`src/ccr_pkg.sv`:
```
// package: register map, field positions and codes of the comparator control block
// Summary of operation
// - after reset every bit reads zero: both comparators off, unlocked
// - second lock bit 31 sets once by software, cleared only by reset
// - while second lock is one, writes to bits 31..16 are ignored
// - first lock bit 15 sets once; while one, bits 15..0 ignore writes
// - bit 30 mirrors second comparator output, read only
// - bits 29..28 select second comparator hysteresis level
// - bit 27 inverts second comparator output before routing
// - bits 26..24 route second comparator output to one timer input
// - bit 23 joins second positive input to first positive input (window)
// - bits 22..20 select second negative input; code 111 reserved
// - bits 19..18 set second comparator speed/power mode
// - first comparator: hysteresis 13..12, polarity 11, route 10..8, mirror 14
// - bits 6..4 select first negative input; code 111 reserved
// - bits 3..2 first power mode; bit 0 enables first comparator
// - bit 1 closes switch joining first positive pin to converter output
package ccr_pkg;
  localparam logic [11:0] CCR_CS_OFFSET = 12'h000;
  localparam logic [31:0] CCR_CS_RESET = 32'h00000000;
  // writable bits; 30, 17, 14 and 7 are not storable
  localparam logic [31:0] CCR_CS_WMASK = 32'hbffdbf7f;
  localparam int CCR_LOCK1_POS = 31;
  localparam int CCR_OUT1_POS = 30;
  localparam int CCR_LOCK0_POS = 15;
  localparam int CCR_OUT0_POS = 14;
  localparam int CCR_HALF_POS = 16;
  // offsets within one comparator half
  localparam int CCR_EN_POS = 0;
  localparam int CCR_SW_POS = 1;
  localparam int CCR_MODE_POS = 2;
  localparam int CCR_NSEL_POS = 4;
  localparam int CCR_WIN_POS = 7;
  localparam int CCR_ROUTE_POS = 8;
  localparam int CCR_POL_POS = 11;
  localparam int CCR_HYST_POS = 12;
  localparam logic [2:0] CCR_NSEL_RSVD = 3'h7;
  localparam logic [2:0] CCR_ROUTE_NONE = 3'h0;
  localparam int CCR_NUM_ROUTES = 7;
endpackage : ccr_pkg

```
`src/ccr_route.sv`:
```
// polarity and output routing of one comparator
`timescale 1ns/100ps
module ccr_route
  import ccr_pkg::*;
(
  input wire logic cmp_i,
  input wire logic enable_i,
  input wire logic polarity_i,
  input wire logic [2:0] route_i,
  output logic [CCR_NUM_ROUTES-1:0] dest_o
);
  logic level;
  always_comb begin
    level = enable_i & (cmp_i ^ polarity_i);
    dest_o = '0;
    if (route_i != CCR_ROUTE_NONE) begin
      dest_o[route_i - 3'h1] = level;
    end
  end
endmodule : ccr_route

```
`src/ccr_apb.sv`:
```
// apb slave front end: zero wait state, decode of the single register
`timescale 1ns/100ps
module ccr_apb
  import ccr_pkg::*;
(
  input wire logic psel_i,
  input wire logic penable_i,
  input wire logic pwrite_i,
  input wire logic [11:0] paddr_i,
  output logic wr_o,
  output logic hit_o
);
  always_comb begin
    hit_o = (paddr_i[11:2] == CCR_CS_OFFSET[11:2]);
    wr_o = psel_i & penable_i & pwrite_i & hit_o;
  end
endmodule : ccr_apb

```
`src/ccr_top.sv`:
```
// comparator control/status register on apb with routed comparator outputs
`timescale 1ns/100ps
module ccr_top
  import ccr_pkg::*;
(
  input wire logic clk_i,
  input wire logic rst_i,
  input wire logic psel_i,
  input wire logic penable_i,
  input wire logic pwrite_i,
  input wire logic [11:0] paddr_i,
  input wire logic [31:0] pwdata_i,
  input wire logic [3:0] pstrb_i,
  output logic [31:0] prdata_o,
  output logic pready_o,
  output logic pslverr_o,
  input wire logic first_cmp_raw_i,
  input wire logic second_cmp_raw_i,
  output logic first_comparator_enable_o,
  output logic second_comparator_enable_o,
  output logic first_comparator_input_switch_o,
  output logic window_pairing_enable_o,
  output logic [1:0] first_comparator_power_mode_o,
  output logic [1:0] second_comparator_power_mode_o,
  output logic [2:0] first_comparator_negative_select_o,
  output logic [2:0] second_comparator_negative_select_o,
  output logic [1:0] first_comparator_hysteresis_o,
  output logic [1:0] second_comparator_hysteresis_o,
  output logic [CCR_NUM_ROUTES-1:0] first_route_o,
  output logic [CCR_NUM_ROUTES-1:0] second_route_o
);
  // ****************************************
  // state
  // ****************************************
  typedef struct packed {
    logic [31:0] cs;
    logic [1:0] out;
    logic [31:0] rdata;
    logic slverr;
    logic [CCR_NUM_ROUTES-1:0] route0;
    logic [CCR_NUM_ROUTES-1:0] route1;
  } ccr_state_s;

  ccr_state_s st_r;
  ccr_state_s st_nxt;
  logic wr;
  logic hit;
  logic [CCR_NUM_ROUTES-1:0] dest0;
  logic [CCR_NUM_ROUTES-1:0] dest1;

  ccr_apb u_apb (
    .psel_i(psel_i),
    .penable_i(penable_i),
    .pwrite_i(pwrite_i),
    .paddr_i(paddr_i),
    .wr_o(wr),
    .hit_o(hit)
  );

  ccr_route u_route0 (
    .cmp_i(first_cmp_raw_i),
    .enable_i(st_r.cs[CCR_EN_POS]),
    .polarity_i(st_r.cs[CCR_POL_POS]),
    .route_i(st_r.cs[CCR_ROUTE_POS +: 3]),
    .dest_o(dest0)
  );

  ccr_route u_route1 (
    .cmp_i(second_cmp_raw_i),
    .enable_i(st_r.cs[CCR_HALF_POS + CCR_EN_POS]),
    .polarity_i(st_r.cs[CCR_HALF_POS + CCR_POL_POS]),
    .route_i(st_r.cs[CCR_HALF_POS + CCR_ROUTE_POS +: 3]),
    .dest_o(dest1)
  );

  // merge one 16-bit half; a locked half keeps its value, reserved codes are refused
  function automatic logic [15:0] ccr_merge(input logic [15:0] cur, input logic [15:0] wdat,
                                            input logic [15:0] wmask);
    logic [15:0] res;
    res = cur;
    if (!cur[15]) begin
      res = (wdat & wmask) | {1'b0, 15'h0000};
      if (wdat[CCR_NSEL_POS +: 3] == CCR_NSEL_RSVD) begin
        // reserved negative-input code leaves the old selection in place
        res[CCR_NSEL_POS +: 3] = cur[CCR_NSEL_POS +: 3];
      end
    end
    ccr_merge = res;
  endfunction : ccr_merge

  // ****************************************
  // next state
  // ****************************************
  always_comb begin
    st_nxt = st_r;
    st_nxt.out[0] = st_r.cs[CCR_EN_POS] & first_cmp_raw_i;
    st_nxt.out[1] = st_r.cs[CCR_HALF_POS + CCR_EN_POS] & second_cmp_raw_i;
    st_nxt.route0 = dest0;
    st_nxt.route1 = dest1;
    st_nxt.slverr = 1'b0;
    if (psel_i && !penable_i) begin
      // decided in setup so the error stands through the single access cycle
      if (!hit || (pwrite_i && pstrb_i != 4'hf)) begin
        st_nxt.slverr = 1'b1;
      end
    end
    // partial strobes leave the register untouched
    if (wr && pstrb_i == 4'hf) begin
      st_nxt.cs[31:16] = ccr_merge(st_r.cs[31:16], pwdata_i[31:16], CCR_CS_WMASK[31:16]);
      st_nxt.cs[15:0] = ccr_merge(st_r.cs[15:0], pwdata_i[15:0], CCR_CS_WMASK[15:0]);
      // window bit lives in the upper half only; bit 7 stays reserved
      st_nxt.cs[CCR_WIN_POS] = 1'b0;
    end
    if (psel_i && !penable_i && !pwrite_i) begin
      st_nxt.rdata = hit ? {st_r.cs[31], st_r.out[1], st_r.cs[29:15], st_r.out[0], st_r.cs[13:0]}
                         : 32'h00000000;
    end
  end

  always_ff @(posedge clk_i) begin
    if (rst_i) begin
      st_r.cs <= CCR_CS_RESET;
      st_r.out <= 2'h0;
      st_r.rdata <= 32'h00000000;
      st_r.slverr <= 1'b0;
      st_r.route0 <= '0;
      st_r.route1 <= '0;
    end else begin
      st_r <= st_nxt;
    end
  end

  // ****************************************
  // outputs
  // ****************************************
  always_comb begin
    prdata_o = st_r.rdata;
    pready_o = 1'b1;
    pslverr_o = st_r.slverr;
    first_comparator_enable_o = st_r.cs[CCR_EN_POS];
    second_comparator_enable_o = st_r.cs[CCR_HALF_POS + CCR_EN_POS];
    first_comparator_input_switch_o = st_r.cs[CCR_SW_POS];
    window_pairing_enable_o = st_r.cs[CCR_HALF_POS + CCR_WIN_POS];
    first_comparator_power_mode_o = st_r.cs[CCR_MODE_POS +: 2];
    second_comparator_power_mode_o = st_r.cs[CCR_HALF_POS + CCR_MODE_POS +: 2];
    first_comparator_negative_select_o = st_r.cs[CCR_NSEL_POS +: 3];
    second_comparator_negative_select_o = st_r.cs[CCR_HALF_POS + CCR_NSEL_POS +: 3];
    first_comparator_hysteresis_o = st_r.cs[CCR_HYST_POS +: 2];
    second_comparator_hysteresis_o = st_r.cs[CCR_HALF_POS + CCR_HYST_POS +: 2];
    first_route_o = st_r.route0;
    second_route_o = st_r.route1;
  end
endmodule : ccr_top

```
`config.mk`:
```
export PLATFORM = sky130hd
export DESIGN_NAME = ccr_top
export DESIGN_NICKNAME = d
export VERILOG_FILES = /design/src/ccr_pkg.sv /design/src/ccr_route.sv /design/src/ccr_apb.sv /design/src/ccr_top.sv
export SDC_FILE = /design/constraint.sdc
export NUM_CORES = 1
export LEC_CHECK = 0
export ABC_CLOCK_PERIOD_IN_PS = 1500
export BUFFER_PORTS_ARGS = -buffer_cell sky130_fd_sc_hd__buf_2
export CAP_MARGIN = 15
export CORE_MARGIN = 1.5
export CORE_UTILIZATION = 30
export DETAILED_ROUTE_END_ITERATION = 16
export SLEW_MARGIN = 30
export SYNTH_ARGS = -nofsm -noshare
export SYNTH_HDL_FRONTEND = slang
export SYNTH_SLANG_ARGS = --single-unit
```
`constraint.sdc`:
```
create_clock -name clk_i -period 1.5 [get_ports clk_i]
set_input_delay 0.075 -clock clk_i [delete_from_list [all_inputs] [get_ports clk_i]]
set_output_delay 0.075 -clock clk_i [all_outputs]
set_load 0.005 [all_outputs]
```
==> qor.yml, run 1 <==
outcome:
  status: "completed"
synthesis:
  synth_warnings: 0
  netlist_top_cells_count: "dfxtp_1, buf_4, a22o_1"
  yosysUniqueCellTypes: 30
  syn_avg_cell_area_um2: 9.53
  synth_flop_cell: "dfxtp_1"
  yosysMostFrequentCell: "dfxtp_1"
  synth_top_area_cell: "dfxtp_1"
  syn_area_um2: 3270
  postSynth.asyncResetShare_pct: 0
  synthCells: 343
  synth_edf_count: 0
  synth-seq-cells: 75
  ys_seq_area_share_pct: 45.9
  ys_top_cells_by_area: "dfxtp_1, buf_4, a22o_1"
  yosysTopAreaCellShare_pct: 45.9
drt:
  drc: 0
  drt_iter0_drc: 126
  vias_per_cell: 4.69
  ant_nets: 0
  vias: 2665
  wl_per_cell_um: 14.4
  dr.pass1.iters: 6
  wl_mm: 8.17
sta:
  finalClockSkew_ns: 0.0100
  fmax_ghz: 0.735
  hold_violations: 0
  final_max_slew_viol_count: 0
  rsz0062_at_grt: "yes"
  slew_headroom_pct: 65.7
  layout_min_cycle_time_ns: 1.36
  setup_violations: 0
  period_share_pct: 90.7
  worstMarginPinSlew_ns: 0.513
  tns_ns: 0
finish:
  multi_input_area_um2: 1210
  synthToLayoutAreaGrowth_pct: 25.3
  fin_cells: 568
  drive_gt1_share_pct: 36.1
  nets: 487
  fillerInstances: 1075
  antenna_cells: 0
  register_area_um2: 1500
grt:
  grt_pass1_wl_mm: 13.0
  grt_pass1_vias: 2586
  antenna_found_initial: 0
  track_usage_pct: 14.7
  grt_max_degree: 31
  overflow: 0
placed_design:
  dp_hpwl_mm: 5.77
  placedCellCount: 529
  place.gp.congestion: 0.739
  numPortBuffers: 111
floorplan:
  coreArea_um2: 10500
  die_x_um: 107
  dieArea_um2: 11500
  initial_core_util_pct: 31.2
  die_h_um: 107
  rows: 37
  ios: 121
flow_run:
  cap_violations: 0
setup_path:
  path_class: "reg -> reg"
  reg2reg_from: "st_r[73]"
  worstPathRequired_ns: 1.76
  critPathCapture: "second_route_o[6]"
  end_kind: "register"
  reg2reg_to: "second_route_o[6]"
  arrival_ns: 1.62
  rrSetupSlack_ns: 0.14
  startpoint: "st_r[73]"
  start_kind: "register"
  reg2regPathDepth: 6
  critPathMaxFanout: 4
clock_network:
  cts_tree: "yes"
  cts.sink_count: 75
  h-tree-depth: 3
  clk-insertion-delay-late_ns: 0.34
  cts.path.max_buffers: 2
  clkTransAtPathRegs_ns: 0.08
  clock-root-buffer: "clkbuf_8"
  cts_made_buffers: 9
power_and_ir_drop:
  leakage_nw: 1.75
  ir_drop_mv: 0.343
  power_mw: 3.80
  power_density_nw_per_um2: 927
min_path:
  hp-class: "in -> reg"
[registers in the layout, summed over array words and instances (netlist names)]
name                                 flops
pslverr_o                                1
first_comparator_enable_o                1
second_route_o                           7
second_comparator_hysteresis_o           2
first_comparator_power_mode_o            2
window_pairing_enable_o                  1
first_route_o                            7
first_comparator_hysteresis_o            2
st_r                                    12
first_comparator_input_switch_o          1
first_comparator_negative_select_o       3
second_comparator_power_mode_o           2
second_comparator_enable_o               1
second_comparator_negative_select_o      3
prdata_o                                30
[per-stage QoR]
stage / setup slack [ns] / area, um^2 / util, % / hold slack, ns
6_report: 0.140 / 4100 / 39.2 / 0.0421
5_1_grt: -0.0140 / 4100 / 39.2 / 0.0425
4_1_cts: 0.0136 / 4090 / 39.0 / 0.0104
3_5_place_dp: -0.0493 / 3640 / 34.8 / 0.326
3_3_place_gp: 0.0409 / 3640 / 34.8 / 0.327
2_1_floorplan: 0.0888 / 3270 / - / 0.187
[worst max-delay path: stages, from the launching register on]
cell     delay [ns]
dfxtp_1        0.33
inv_1          0.05
ha_1           0.18
nor2b_1        0.13
nor4b_2        0.25
nand2_1        0.17
nor3_1         0.16
[cells by family after synthesis]
family / synth area share, %
other: 0.230
xor gates and xnor gates: 1.61
and+or+nand+nor: 16.2
AOI/OAI and AO/OA: 16.7
DFF: 45.9
adders and majority gates: 1.53
buffers and inverters: 17.8
[where the power goes]
group,switching [mW],internal [mW],leakage [nW],total [mW]
Combinational,0.0968,0.112,1.04,0.209
Sequential,0.000192,1.99,0.604,1.99
Clock,0.745,0.851,0.106,1.60
[what timing repair did]
action,in CTS,in global routing
hold buffers,24,0
buffers inserted,0,0
pin swaps,0,4
resized for setup,1,3
endpoints found under the hold margin,24,0
setup endpoints to repair,2,8
[placed cells by master (no fill, tap or decap), drive strengths merged]
cell type    instances
inv                  6
a211oi               1
clkbuf              11
dlygate4sd3         24
a31oi                8
nand2b               3
nand3                1
nor3                20
and3b                1
nor4b                1
a21oi               27
o21ai               20
nand2                9
nand4b              20
and4                 3
conb                 3
nor2b                4
or2                  1
nand4                3
xnor2                4
ha                   4
xor2                 2
dfxtp               75
clkinv               2
a22o                29
nor2                16
buf                132
nor4                 1
bufinv               1
[cell type report]
class,instances,area share (%)
tap,136,4.15
inverter,5,0.458
multi-input combinational,181,29.6
timing repair buffer,156,24.2
sequential,75,36.7
clock buffer,11,3.70
clock inverter,4,1.19
[layer usage]
metal,vias up,share of wire (%),GRT usage [%]
met4,0,0.92,5.83
met3,6,5.4,3.87
met2,87,45,23.4
li1,1321,-,-
met1,1251,48,18.9
met5,-,0,0
[worst min-delay path by stage]
stage                          from                                endpoint  cells after the start
finish                 pwdata_i[21]  second_comparator_negative_select_o[1]                      3
global placement    first_cmp_raw_i                                st_r[47]                      3
floorplan           first_cmp_raw_i                                st_r[47]                      2
global route               pwrite_i                               pslverr_o                      3
detailed placement  first_cmp_raw_i                                st_r[47]                      3
CTS                    pwdata_i[21]  second_comparator_negative_select_o[1]                      3
Power figures use the tool's default switching activity.
==> run 2, diff against run 1 <==
--- a/config.mk
+++ b/config.mk
@@ -10,7 +10,9 @@
 export CAP_MARGIN = 15
 export CORE_MARGIN = 1.5
 export CORE_UTILIZATION = 30
+export CTS_BUF_LIST = sky130_fd_sc_hd__clkbuf_4 sky130_fd_sc_hd__clkbuf_8 sky130_fd_sc_hd__clkbuf_16
 export DETAILED_ROUTE_END_ITERATION = 16
+export MAX_ROUTING_LAYER = met4
 export SLEW_MARGIN = 30
 export SYNTH_ARGS = -nofsm -noshare
 export SYNTH_HDL_FRONTEND = slang
==> qor.yml, run 2 (synthesis results as in run 1) <==
outcome:
  status: "completed"
finish:
  drive_gt1_share_pct: 36.1
  final_common_cell: "buf_2"
  synthToLayoutAreaGrowth_pct: 25.3
  nets: 487
  largest_reg_flops: 30
  final_cell_mix: "buf_2, dfxtp_1, a22o_1"
  antenna_cells: 0
grt:
  overflow: 0
  antenna_found_initial: 0
  grt_pass1_wl_mm: 13.0
  track_usage_pct: 15.1
  grt_max_degree: 31
  grt_pass1_vias: 2589
sta:
  rsz0062_at_grt: "yes"
  setup_violations: 0
  slew_headroom_pct: 65.8
  worstMarginPinSlew_ns: 0.512
  setup_ws_ns: 0.137
  final_max_slew_viol_count: 0
  period_share_pct: 90.9
  fmax_ghz: 0.734
  hold_violations: 0
  finalClockSkew_ns: 0.0107
  layout_min_cycle_time_ns: 1.36
power_and_ir_drop:
  power_density_nw_per_um2: 928
  p_comb_share_pct: 5.5
  power.internal_mw: 2.95
  power_mw: 3.80
  seqPwrFrac_pct: 52.4
  p_sw_uw: 847
  leakage_nw: 1.75
  clockPowerShare_pct: 42.1
  ir_drop_mv: 0.343
  switching_share_pct: 22.3
placed_design:
  dp_hpwl_mm: 5.77
  place.gp.congestion: 0.748
  dp_slack_ns: -0.0493
  numPortBuffers: 111
floorplan:
  rows: 37
  coreArea_um2: 10500
  die_x_um: 107
  ios: 121
  dieArea_um2: 11500
  initial_core_util_pct: 31.2
  die_h_um: 107
drt:
  ant_nets: 0
  drc: 0
  dr.pass1.iters: 4
  vias_per_cell: 4.71
  drt_iter0_drc: 134
  vias: 2678
  wl_mm: 8.13
  wl_per_cell_um: 14.3
setup_path:
  critPathMaxFanout: 4
  path_class: "reg -> reg"
  arrival_ns: 1.63
  rrSetupSlack_ns: 0.14
  start_kind: "register"
  end_kind: "register"
  worstPathRequired_ns: 1.76
clock_network:
  clock-root-buffer: "clkbuf_8"
  clk-insertion-delay-late_ns: 0.35
  cts_tree: "yes"
  cts_made_buffers: 9
  clkTransAtPathRegs_ns: 0.08
  cts.path.max_buffers: 2
  h-tree-depth: 3
  cts.sink_count: 75
flow_run:
  cap_violations: 0
min_path:
  hp-class: "in -> reg"
[run 2: stage by stage]
| step | instances | hold slack (ns) | setup TNS, ns | utilization (%) | cell area (um^2) |
|---|---|---|---|---|---|
| floorplan | 344 | 0.187 | 0 | - | 3270 |
| global placement | 529 | 0.327 | 0 | 34.8 | 3640 |
| detailed placement | 529 | 0.326 | -0.0594 | 34.8 | 3640 |
| CTS | 568 | 0.0104 | 0 | 39.0 | 4090 |
| global route | 568 | 0.0451 | -0.0140 | 39.2 | 4100 |
| finish | 568 | 0.0397 | 0 | 39.2 | 4100 |
[run 2: power groups by stage]
stage / Clock, mW / Sequential [mW] / Combinational (mW)
4_1_cts: 1.65 / 1.99 / 0.210
5_1_grt: 1.75 / 1.99 / 0.227
3_3_place_gp: 0 / 2.04 / 0.158
6_report: 1.60 / 1.99 / 0.209
3_5_place_dp: 0 / 2.04 / 0.160
2_1_floorplan: 0 / 2.04 / 0.0588
[run 2: worst paths after layout]
kind	endpoint	startpoint	cells after the start
worst max-delay path	second_route_o[6]	st_r[73]	6
worst min-delay path	second_comparator_negative_select_o[1]	pwdata_i[21]	3
worst max register to register	second_route_o[6]	st_r[73]	6
worst min register to register	prdata_o[14]	st_r[47]	1
[run 2: final cells by class]
| type | instances | area, um^2 |
|---|---|---|
| fillers | 1075 | 6370 |
| flip-flops and latches | 75 | 1500 |
| multi-input cells | 181 | 1210 |
| repair buffers | 156 | 991 |
| well taps | 136 | 170 |
| clock buffers | 11 | 151 |
| clock inverters | 4 | 48.8 |
| inverters | 5 | 18.8 |
[run 2: layer usage]
layer	up-vias	track usage (%)	part of all wire, %
met5	-	-	0
met4	0	5.83	1.4
met3	10	3.27	5.3
met2	87	23.3	45
met1	1259	19.2	49
li1	1322	-	-
[run 2: timing repair]
item                                    in CTS  in global routing
cloned                                       0                  0
endpoints found under the setup margin       2                  8
gates resized for setup                      1                  3
buffers inserted                             0                  0
hold buffers                                24                  0
endpoints found under the hold margin       24                  0
pin swaps                                    0                  4
[run 2: critical path, cell delays in order, from the launching register on]
cell and delay [ns]:
dfxtp_1 0.33, inv_1 0.05, ha_1 0.18, nor2b_1 0.13, nor4b_2 0.25, nand2_1 0.17
nor3_1 0.16
